===== src/pfcp_defs.vh =====
`ifndef PFCP_DEFS_VH
`define PFCP_DEFS_VH

// ----------------------------------------------------------------
// Widths
// ----------------------------------------------------------------
`define PFCP_CW        16
`define PFCP_AW        12
`define PFCP_TW        24

// ----------------------------------------------------------------
// Field positions
// ----------------------------------------------------------------
`define PFCP_RATIO_MSB 8
`define PFCP_RATIO_LSB 6
`define PFCP_AC_OVR_BIT 8

// ----------------------------------------------------------------
// Ratio codes
// ----------------------------------------------------------------
`define PFCP_RATIO_2   3'h2
`define PFCP_RATIO_3   3'h3
`define PFCP_RATIO_4   3'h4
`define PFCP_RATIO_5   3'h5
`define PFCP_DIV_3     16'h0003
`define PFCP_DIV_5     16'h0005

// ----------------------------------------------------------------
// Constants and timing
// ----------------------------------------------------------------
`define PFCP_ZERO16    16'h0000
`define PFCP_ONE16     16'h0001
`define PFCP_ZERO12    12'h000
`define PFCP_FULL12    12'hfff
`define PFCP_ZERO24    24'h000000
`define PFCP_ONE24     24'h000001
`define PFCP_CLK_KHZ   20000
`define PFCP_PEAK_MS   100

`endif


===== src/pfcp_persist.v =====
`include "pfcp_defs.vh"

// ----------------------------------------------------------------
// Flag rises once the condition has held
// for at least the threshold number of clock cycles.
// ----------------------------------------------------------------
module pfcp_persist
(
    // Clock and reset.
    input  wire                   clk_i,
    input  wire                   rstn_i,
    // Condition and threshold.
    input  wire                   cond_i,
    input  wire [`PFCP_TW-1:0]    thresh_i,
    // Qualified flag.
    output wire                   flag_o
);

    reg  [`PFCP_TW-1:0] cnt_q;
    reg                 flag_q;

    // Count saturates and restarts on any break.
    always @(posedge clk_i or negedge rstn_i)
    begin
        if (!rstn_i)
        begin
            cnt_q  <= `PFCP_ZERO24;
            flag_q <= 1'b0;
        end
        else if (!cond_i)
        begin
            cnt_q  <= `PFCP_ZERO24;
            flag_q <= 1'b0;
        end
        else if (cnt_q >= thresh_i)
        begin
            flag_q <= 1'b1;
        end
        else
        begin
            cnt_q <= cnt_q + `PFCP_ONE24;
        end
    end

    assign flag_o = flag_q;

endmodule


===== src/pfcp_top.v =====
`include "pfcp_defs.vh"

// Notes on behaviour
// - Output high while latched duty exceeds carrier, low while below.
// - PFC period is motor period divided by ratio 2 to 5 in jumper bits 8:6; other codes keep the motor period.
// - Carrier setup taken at first configure, later only at pre-charge end.
// - One sync per PFC period; duty latched there and held until next.
// - Current sample at pulse middle plus programmed sample delay.
// - Gate shutdown disables the output regardless of anything else.
// - Switching only when enable is 1 and bus blanking flag is 0.
// - Bus versus AC voltage compared once every motor PWM cycle.
// - AC above bus minus offset sets blanking for at least minimum time.
// - Current above reference plus gap at cycle start suppresses cycle.
// - In a current blanked cycle sample at centre of the cycle.
// - Bus, current, AC and peak feedback presented as 12-bit counts.
// - AC peak is maximum AC voltage over the last 100 ms window.
// - AC voltage sampled at the start of each PFC cycle.
// - AC feedback is the rectified absolute value of AC input.
// - Fault bit 0 set while abnormal, cleared after recovery time normal.
// - Under bit 1 set after AC below level for under time.
// - Over bit 2 set after AC above level for over time.
// - Secondary bit 8 low keeps PFC off while fault flag is set.
// - Active output is 1 while switching is enabled.
module pfcp_top
#(
    parameter PEAK_WIN_CYC = `PFCP_PEAK_MS * `PFCP_CLK_KHZ
)
(
    // Clock and reset.
    input  wire                   clk_i,
    input  wire                   rstn_i,
    // Carrier configuration.
    input  wire [`PFCP_CW-1:0]    motor_period_config_i,
    input  wire [`PFCP_CW-1:0]    control_jumper_word_i,
    input  wire [`PFCP_CW-1:0]    secondary_jumper_word_i,
    input  wire [`PFCP_CW-1:0]    current_sample_delay_i,
    input  wire                   cfg_load_i,
    input  wire                   precharge_done_i,
    // Control loop commands.
    input  wire [`PFCP_CW-1:0]    duty_command_i,
    input  wire [`PFCP_AW-1:0]    current_ref_i,
    input  wire                   pfc_enable_in_i,
    input  wire                   gate_shutdown_i,
    // Blanking settings.
    input  wire [`PFCP_AW-1:0]    blank_offset_i,
    input  wire [`PFCP_CW-1:0]    min_blank_time_i,
    input  wire [`PFCP_AW-1:0]    current_blank_gap_i,
    // AC status settings.
    input  wire [`PFCP_AW-1:0]    ac_under_level_i,
    input  wire [`PFCP_TW-1:0]    ac_under_time_i,
    input  wire [`PFCP_AW-1:0]    ac_over_level_i,
    input  wire [`PFCP_TW-1:0]    ac_over_time_i,
    input  wire [`PFCP_TW-1:0]    ac_recover_time_i,
    // Converter results.
    input  wire [`PFCP_AW-1:0]    bus_voltage_raw_i,
    input  wire [`PFCP_AW-1:0]    current_raw_i,
    input  wire [`PFCP_AW:0]      ac_voltage_raw_i,
    // Gate drive and status.
    output wire                   pfc_gate_o,
    output wire                   pfc_output_active_o,
    output wire                   bus_blank_status_o,
    output wire                   sync_o,
    output wire                   current_sample_o,
    output wire                   ac_sample_o,
    output wire [2:0]             ac_condition_word_o,
    // Feedback values.
    output wire [`PFCP_AW-1:0]    bus_voltage_out_o,
    output wire [`PFCP_AW-1:0]    input_current_sample_o,
    output wire [`PFCP_AW-1:0]    ac_voltage_o,
    output wire [`PFCP_AW-1:0]    ac_peak_voltage_o
);

    localparam [`PFCP_TW-1:0] PEAK_LAST = PEAK_WIN_CYC - 1;

    reg                 cfg_done_q;
    reg  [`PFCP_CW-1:0] motor_period_q;
    reg  [`PFCP_CW-1:0] pfc_period_q;
    reg  [`PFCP_CW-1:0] pfc_div_d;
    reg  [`PFCP_CW-1:0] motor_cnt_q;
    reg  [`PFCP_CW-1:0] carrier_q;
    reg  [`PFCP_CW-1:0] duty_q;
    reg  [`PFCP_CW:0]   sample_pt_q;
    reg                 cur_blank_q;
    reg                 vblank_q;
    reg  [`PFCP_CW-1:0] blank_tmr_q;
    reg                 gate_q;
    reg                 active_q;
    reg                 sync_q;
    reg                 cur_smp_q;
    reg                 ac_smp_q;
    reg  [`PFCP_AW-1:0] bus_q;
    reg  [`PFCP_AW-1:0] cur_q;
    reg  [`PFCP_AW-1:0] ac_q;
    reg  [`PFCP_AW-1:0] peak_q;
    reg  [`PFCP_AW-1:0] run_max_q;
    reg  [`PFCP_TW-1:0] win_cnt_q;
    reg                 fault_q;

    wire [2:0]          ratio;
    wire                cfg_take;
    wire [`PFCP_CW-1:0] motor_last;
    wire [`PFCP_CW-1:0] pfc_last;
    wire                motor_tick;
    wire                sync;
    wire [`PFCP_AW:0]   ac_mag;
    wire [`PFCP_AW-1:0] ac_abs;
    wire                vcond;
    wire                icond;
    wire                en_now;
    wire                under_flag;
    wire                over_flag;
    wire                normal_ok;

    // ------------------------------------------------------------
    // Carrier configuration
    // ------------------------------------------------------------

    // Ratio field picks the divider.
    assign ratio = control_jumper_word_i[`PFCP_RATIO_MSB:`PFCP_RATIO_LSB];

    always @*
    begin
        case (ratio)
            `PFCP_RATIO_2: pfc_div_d = motor_period_config_i >> 1;
            `PFCP_RATIO_3: pfc_div_d = motor_period_config_i / `PFCP_DIV_3;
            `PFCP_RATIO_4: pfc_div_d = motor_period_config_i >> 2;
            `PFCP_RATIO_5: pfc_div_d = motor_period_config_i / `PFCP_DIV_5;
            default:       pfc_div_d = motor_period_config_i;
        endcase
    end

    // First setup once, then only at pre-charge end.
    assign cfg_take = cfg_done_q ? precharge_done_i : cfg_load_i;

    always @(posedge clk_i or negedge rstn_i)
    begin
        if (!rstn_i)
        begin
            cfg_done_q     <= 1'b0;
            motor_period_q <= `PFCP_ZERO16;
            pfc_period_q   <= `PFCP_ZERO16;
        end
        else if (cfg_take)
        begin
            cfg_done_q     <= 1'b1;
            motor_period_q <= motor_period_config_i;
            pfc_period_q   <= pfc_div_d;
        end
    end

    // ------------------------------------------------------------
    // Motor and PFC carriers
    // ------------------------------------------------------------

    // A zero period ticks every clock.
    assign motor_last = (motor_period_q == `PFCP_ZERO16) ? `PFCP_ZERO16 :
                        motor_period_q - `PFCP_ONE16;
    assign pfc_last   = (pfc_period_q == `PFCP_ZERO16) ? `PFCP_ZERO16 :
                        pfc_period_q - `PFCP_ONE16;
    assign motor_tick = cfg_done_q && (motor_cnt_q >= motor_last);
    assign sync       = cfg_done_q && (carrier_q >= pfc_last);

    // Both counters restart on a new setup.
    always @(posedge clk_i or negedge rstn_i)
    begin
        if (!rstn_i)
        begin
            motor_cnt_q <= `PFCP_ZERO16;
            carrier_q   <= `PFCP_ZERO16;
        end
        else
        begin
            if (cfg_take || motor_tick)
                motor_cnt_q <= `PFCP_ZERO16;
            else if (cfg_done_q)
                motor_cnt_q <= motor_cnt_q + `PFCP_ONE16;
            if (cfg_take || sync)
                carrier_q <= `PFCP_ZERO16;
            else if (cfg_done_q)
                carrier_q <= carrier_q + `PFCP_ONE16;
        end
    end

    // ------------------------------------------------------------
    // Per-cycle latch and current blanking
    // ------------------------------------------------------------

    assign icond = {1'b0, current_raw_i} >
                   ({1'b0, current_ref_i} + {1'b0, current_blank_gap_i});

    // Decided at sync, before the sample point is placed.
    always @(posedge clk_i or negedge rstn_i)
    begin
        if (!rstn_i)
        begin
            duty_q      <= `PFCP_ZERO16;
            cur_blank_q <= 1'b0;
            sample_pt_q <= {1'b0, `PFCP_ZERO16};
        end
        else if (sync)
        begin
            duty_q      <= duty_command_i;
            cur_blank_q <= icond;
            if (icond)
                sample_pt_q <= {2'b00, pfc_period_q[`PFCP_CW-1:1]};
            else
                sample_pt_q <= {2'b00, duty_command_i[`PFCP_CW-1:1]} +
                               {1'b0, current_sample_delay_i};
        end
    end

    // ------------------------------------------------------------
    // Voltage blanking
    // ------------------------------------------------------------

    // A sum, so an offset above the bus cannot wrap.
    assign vcond = ({1'b0, ac_q} + {1'b0, blank_offset_i}) >
                   {1'b0, bus_voltage_raw_i};

    // Flag holds for the minimum time from its rise.
    always @(posedge clk_i or negedge rstn_i)
    begin
        if (!rstn_i)
        begin
            vblank_q    <= 1'b0;
            blank_tmr_q <= `PFCP_ZERO16;
        end
        else if (motor_tick && vcond && !vblank_q)
        begin
            vblank_q    <= 1'b1;
            blank_tmr_q <= min_blank_time_i;
        end
        else
        begin
            if (blank_tmr_q != `PFCP_ZERO16)
                blank_tmr_q <= blank_tmr_q - `PFCP_ONE16;
            if (motor_tick && !vcond && blank_tmr_q == `PFCP_ZERO16)
                vblank_q <= 1'b0;
        end
    end

    // ------------------------------------------------------------
    // Switching enable and gate output
    // ------------------------------------------------------------

    // All enable conditions combine here.
    assign en_now = pfc_enable_in_i && !vblank_q &&
                    !gate_shutdown_i &&
                    !(fault_q &&
                      !secondary_jumper_word_i[`PFCP_AC_OVR_BIT]);

    always @(posedge clk_i or negedge rstn_i)
    begin
        if (!rstn_i)
        begin
            gate_q   <= 1'b0;
            active_q <= 1'b0;
        end
        else
        begin
            gate_q   <= en_now && cfg_done_q && !cur_blank_q &&
                        (duty_q > carrier_q);
            active_q <= en_now;
        end
    end

    // Shutdown also gates the flop output so the kill is immediate.
    assign pfc_gate_o = gate_q && !gate_shutdown_i;

    // ------------------------------------------------------------
    // Sensing and sample strobes
    // ------------------------------------------------------------

    // Rectify the AC sample, saturating at 12 bits.
    assign ac_mag = ac_voltage_raw_i[`PFCP_AW] ?
                    (~ac_voltage_raw_i + {`PFCP_ZERO12, 1'b1}) :
                    ac_voltage_raw_i;
    assign ac_abs = ac_mag[`PFCP_AW] ? `PFCP_FULL12 :
                    ac_mag[`PFCP_AW-1:0];

    always @(posedge clk_i or negedge rstn_i)
    begin
        if (!rstn_i)
        begin
            sync_q    <= 1'b0;
            cur_smp_q <= 1'b0;
            ac_smp_q  <= 1'b0;
            bus_q     <= `PFCP_ZERO12;
            cur_q     <= `PFCP_ZERO12;
            ac_q      <= `PFCP_ZERO12;
        end
        else
        begin
            sync_q    <= sync;
            ac_smp_q  <= sync;
            cur_smp_q <= cfg_done_q && !sample_pt_q[`PFCP_CW] &&
                         (carrier_q == sample_pt_q[`PFCP_CW-1:0]);
            if (motor_tick)
                bus_q <= bus_voltage_raw_i;
            if (sync)
                ac_q <= ac_abs;
            if (cfg_done_q && !sample_pt_q[`PFCP_CW] &&
                carrier_q == sample_pt_q[`PFCP_CW-1:0])
                cur_q <= current_raw_i;
        end
    end

    // ------------------------------------------------------------
    // Peak over a fixed window
    // ------------------------------------------------------------

    // Running maximum is published at each window end.
    always @(posedge clk_i or negedge rstn_i)
    begin
        if (!rstn_i)
        begin
            win_cnt_q <= `PFCP_ZERO24;
            run_max_q <= `PFCP_ZERO12;
            peak_q    <= `PFCP_ZERO12;
        end
        else if (win_cnt_q >= PEAK_LAST)
        begin
            win_cnt_q <= `PFCP_ZERO24;
            peak_q    <= (ac_q > run_max_q) ? ac_q : run_max_q;
            run_max_q <= ac_q;
        end
        else
        begin
            win_cnt_q <= win_cnt_q + `PFCP_ONE24;
            if (ac_q > run_max_q)
                run_max_q <= ac_q;
        end
    end

    // ------------------------------------------------------------
    // AC condition flags
    // ------------------------------------------------------------

    pfcp_persist u_under
    (
        .clk_i    (clk_i),
        .rstn_i   (rstn_i),
        .cond_i   (peak_q < ac_under_level_i),
        .thresh_i (ac_under_time_i),
        .flag_o   (under_flag)
    );

    pfcp_persist u_over
    (
        .clk_i    (clk_i),
        .rstn_i   (rstn_i),
        .cond_i   (peak_q > ac_over_level_i),
        .thresh_i (ac_over_time_i),
        .flag_o   (over_flag)
    );

    pfcp_persist u_recover
    (
        .clk_i    (clk_i),
        .rstn_i   (rstn_i),
        .cond_i   (!under_flag && !over_flag),
        .thresh_i (ac_recover_time_i),
        .flag_o   (normal_ok)
    );

    // Abnormal input sets the fault; only a qualified recovery clears.
    always @(posedge clk_i or negedge rstn_i)
    begin
        if (!rstn_i)
            fault_q <= 1'b0;
        else if (under_flag || over_flag)
            fault_q <= 1'b1;
        else if (normal_ok)
            fault_q <= 1'b0;
    end

    // ------------------------------------------------------------
    // Outputs
    // ------------------------------------------------------------

    assign pfc_output_active_o = active_q;
    assign bus_blank_status_o  = vblank_q;
    assign sync_o              = sync_q;
    assign current_sample_o    = cur_smp_q;
    assign ac_sample_o         = ac_smp_q;
    assign ac_condition_word_o = {over_flag, under_flag, fault_q};
    assign bus_voltage_out_o   = bus_q;
    assign input_current_sample_o = cur_q;
    assign ac_voltage_o        = ac_q;
    assign ac_peak_voltage_o   = peak_q;

endmodule


===== config.mk =====
export PLATFORM = sky130hd
export DESIGN_NAME = pfcp_top
export DESIGN_NICKNAME = d
export VERILOG_FILES = /design/src/pfcp_persist.v /design/src/pfcp_top.v
export VERILOG_INCLUDE_DIRS = /design/src /design/src/src
export SDC_FILE = /design/constraint.sdc
export NUM_CORES = 1
export LEC_CHECK = 0
export BUFFER_PORTS_ARGS = -buffer_cell sky130_fd_sc_hd__buf_2
export CAP_MARGIN = 20
export CORE_MARGIN = 2
export CORE_UTILIZATION = 48
export DETAILED_ROUTE_END_ITERATION = 7
export PLACE_DENSITY = 0.75
export SKIP_CTS_REPAIR_TIMING = 1
export SYNTH_ARGS = -nofsm -noshare
export SYNTH_HDL_FRONTEND = slang
export SYNTH_SLANG_ARGS = --single-unit
export TNS_END_PERCENT = 100

===== constraint.sdc =====
create_clock -name clk_i -period 15 [get_ports clk_i]
set_input_delay 1.5 -clock clk_i [delete_from_list [all_inputs] [get_ports clk_i]]
set_output_delay 1.5 -clock clk_i [all_outputs]
set_load 0.02 [all_outputs]

==> run metrics <==
outcome finished with violations; failing checks negative setup slack; Max Root-Sink Buffers 3; RSZ-0062 raised after global routing yes; Mean Syn Cell Area about 8.5 µm²; synth unique cells 103; first-pass GRT wire length 110000 µm; Die Ht 225 µm; Peak VDD IR between 0.4 and 0.5 mV; post-layout util 0.631; antenna violation net count after detailed routing 0; critical path endpoint category register; clock transition at the registers of the reported paths 0.07 ns; Ports 328; Post-Layout Cell Count ~4100; DR WL/cell 17.1 µm; clock buffer count from CTS 31; min cycle time layout 22.16 ns; fin crit share 1.48; pre-CTS WS -7.45 ns; DRT Wirelength between 60000 and 70000 µm; Final WS setup -7.16 ns; layout cells sized above 1 0.278; post-synth top area share 0.299; final setup fails 5; register-to-register setup slack between 8 and 9 ns; port bufs 299; Seq/Total Area, Yosys 0.299; area leader, netlist dfrtp_1; Static Leak 15.1 nW; Pwr Density 243 mW/mm²; crit-path max FO 20; Core Area between 0.04 and 0.05 mm²; Least-Margin Pin Slew 1.11 ns; CP dominant cell by count a21o_1; Clock Latency Late Sink 0.58 ns; Worst setup SP type input pin; async set or reset register ratio after synthesis 1.00; largest net degree at the start of global routing 133; Worst Path Required 15.45 ns; most common library cell in the layout ignoring fill and taps buf_4; Setup Skew 0.0213 ns; H-tree depth 1; die area 0.0506 mm²; max_cap viols 0; commonest non-fill, non-tap cells in the layout 403 x buf_4, 297 x buf_2, 280 x dfrtp_1; DRT Pass-1 Iters 8; Total Nets Final 3938; pins over their slew limit 0; gp weighted congestion just under 1; #FFs+latches synth 280; hpwl dp 53200 µm; clk sinks 280; Die W ~220 µm; Syn Inst Count 2752; fmax 45.1 MHz; Most used DFF post-synth dfrtp_1; Hold Path Class register to register; CTS tree done; Total GRT Usage 0.263; initial antenna violation count 13; DR DRC count 0; Setup CP Type input pin to register; worst stage delay on the critical path 0.50 ns; Fin. Hold Viols 0; Root Buffer clkbuf_16; Crit-path slowest cell or4_4; Initial Utilization 0.489; Synth area leaders dfrtp_1 30%, ha_1 14%, xnor2_1 4.3%, xor2_1 4.1%, nand2_1 4.0%; Mapped Area roughly 0.023 mm²; vias per inst 5.65; 1st-iter DRT viols 1740; Arrival @ worst endpoint 22.61 ns; grt total ovfl 0; Yosys Warn Count 0; placed cells 3931; worst hold margin just under 0.5 ns; Via Count 22900; Power, Total 7.36 mW; vias in the first global route 22600; EDFF count, synth 0; Core Rows 80; synthesis-to-layout area growth 29.1%; Rel. slew slack 0.259
-- critical path, delay by kind of cell --
kind	cells	cell delay, ns
multiplexers	1	0.22
buffers and inverters	7	1.02
adder cells (fa/ha/maj)	15	4.01
AND/OR/NAND/NOR	25	4.75
AO/OA/AOI/OAI	49	9.29
XOR/XNOR	11	1.72
-- state kept, by name, indices dropped and copies added, names as in the netlist, 12 cells and up --
name	flops
ac_peak_voltage_o	12
ac_voltage_o	12
blank_tmr_q	16
bus_voltage_out_o	12
carrier_q	16
duty_q	16
input_current_sample_o	12
motor_cnt_q	16
motor_period_q	16
pfc_period_q	16
run_max_q	12
sample_pt_q	17
u_over.cnt_q	24
u_recover.cnt_q	24
u_under.cnt_q	24
win_cnt_q	24
-- layer usage --
metal	GRT usage	share of wire
met4	0.0837	0.028
met5	0	0.00032
met1	0.341	0.43
met3	0.0266	0.048
met2	0.459	0.49
-- final timing paths --
kind	startpoint	end	cells after the start
hold / removal	bus_voltage_out_o[10]$_DFFE_PN0P_	bus_voltage_out_o[10]$_DFFE_PN0P_	2
hold reg to reg	bus_voltage_out_o[10]$_DFFE_PN0P_	bus_voltage_out_o[10]$_DFFE_PN0P_	2
setup reg to reg	pfc_period_q[4]$_DFFE_PN0P_	carrier_q[6]$_DFFE_PN0P_	34
setup / recovery	control_jumper_word_i[8]	pfc_period_q[0]$_DFFE_PN0P_	108
min in group asynchronous	rstn_i	u_under.cnt_q[1]$_DFFE_PN0P_	1
max in group asynchronous	rstn_i	win_cnt_q[19]$_DFF_PN0_	3
-- report_power, final --
group | total (mW) | switching [mW] | internal, mW | leakage, nW
Clock | 0.838 | 0.326 | 0.512 | 0.538
Sequential | 0.990 | 0.131 | 0.859 | 3.51
Combinational | 5.53 | 2.72 | 2.81 | 11.1
Total | 7.36 | 3.17 | 4.18 | 15.1
-- cells in the mapped netlist, drive strengths merged (7+ instances only) --
library cell / number
o221ai: 12
a211oi: 19
a21boi: 8
nor2: 225
a22oi: 8
nor3: 54
nand4: 53
o211ai: 11
ha: 258
nor2b: 47
inv: 203
a31o: 7
and2: 23
o21bai: 30
nand2: 252
a31oi: 26
and3: 33
nand2b: 55
o21ai: 156
o41ai: 7
mux2i: 38
nand3: 59
or3: 28
a21oi: 184
o31ai: 28
clkbuf: 73
o21a: 9
or2: 12
xor2: 109
nand3b: 7
a211o: 7
a21o: 106
mux2: 55
dfrtp: 280
buf: 17
nor4: 27
o22ai: 11
xnor2: 116
or4: 13
-- final cells by class --
cell class                 count  area (µm²)
tap                          615         769
multi-input combinational   2180       15900
clock buffer                  39         866
antenna                       11        27.5
inverter                     204         768
fill                        3949       17700
clock inverter                17         259
timing repair buffer         708        4610
sequential                   280        7010
-- kinds of logic (layout without fill, tap and decap cells) --
family	Yosys count	in the layout	share of synthesized area
buffers and inverters	294	968	0.0487
muxes	93	93	0.0427
and+or+nand+nor	910	910	0.192
other	1	14	0.000160
adders and majority gates	264	264	0.142
AOI/OAI and AO/OA	685	685	0.191
DFF	280	280	0.299
xor gates and xnor gates	225	225	0.0841
-- stage by stage --
step                      instance area [µm²]  setup TNS (ns)
after CTS                               29500          -19.32
final                                   30300          -20.42
after floorplan                         23800          -28.15
after detailed placement                28400          -22.02
after global placement                  28400          -17.96
after global routing                    30300          -24.22
Note: power is estimated with default switching activity, not from simulation.
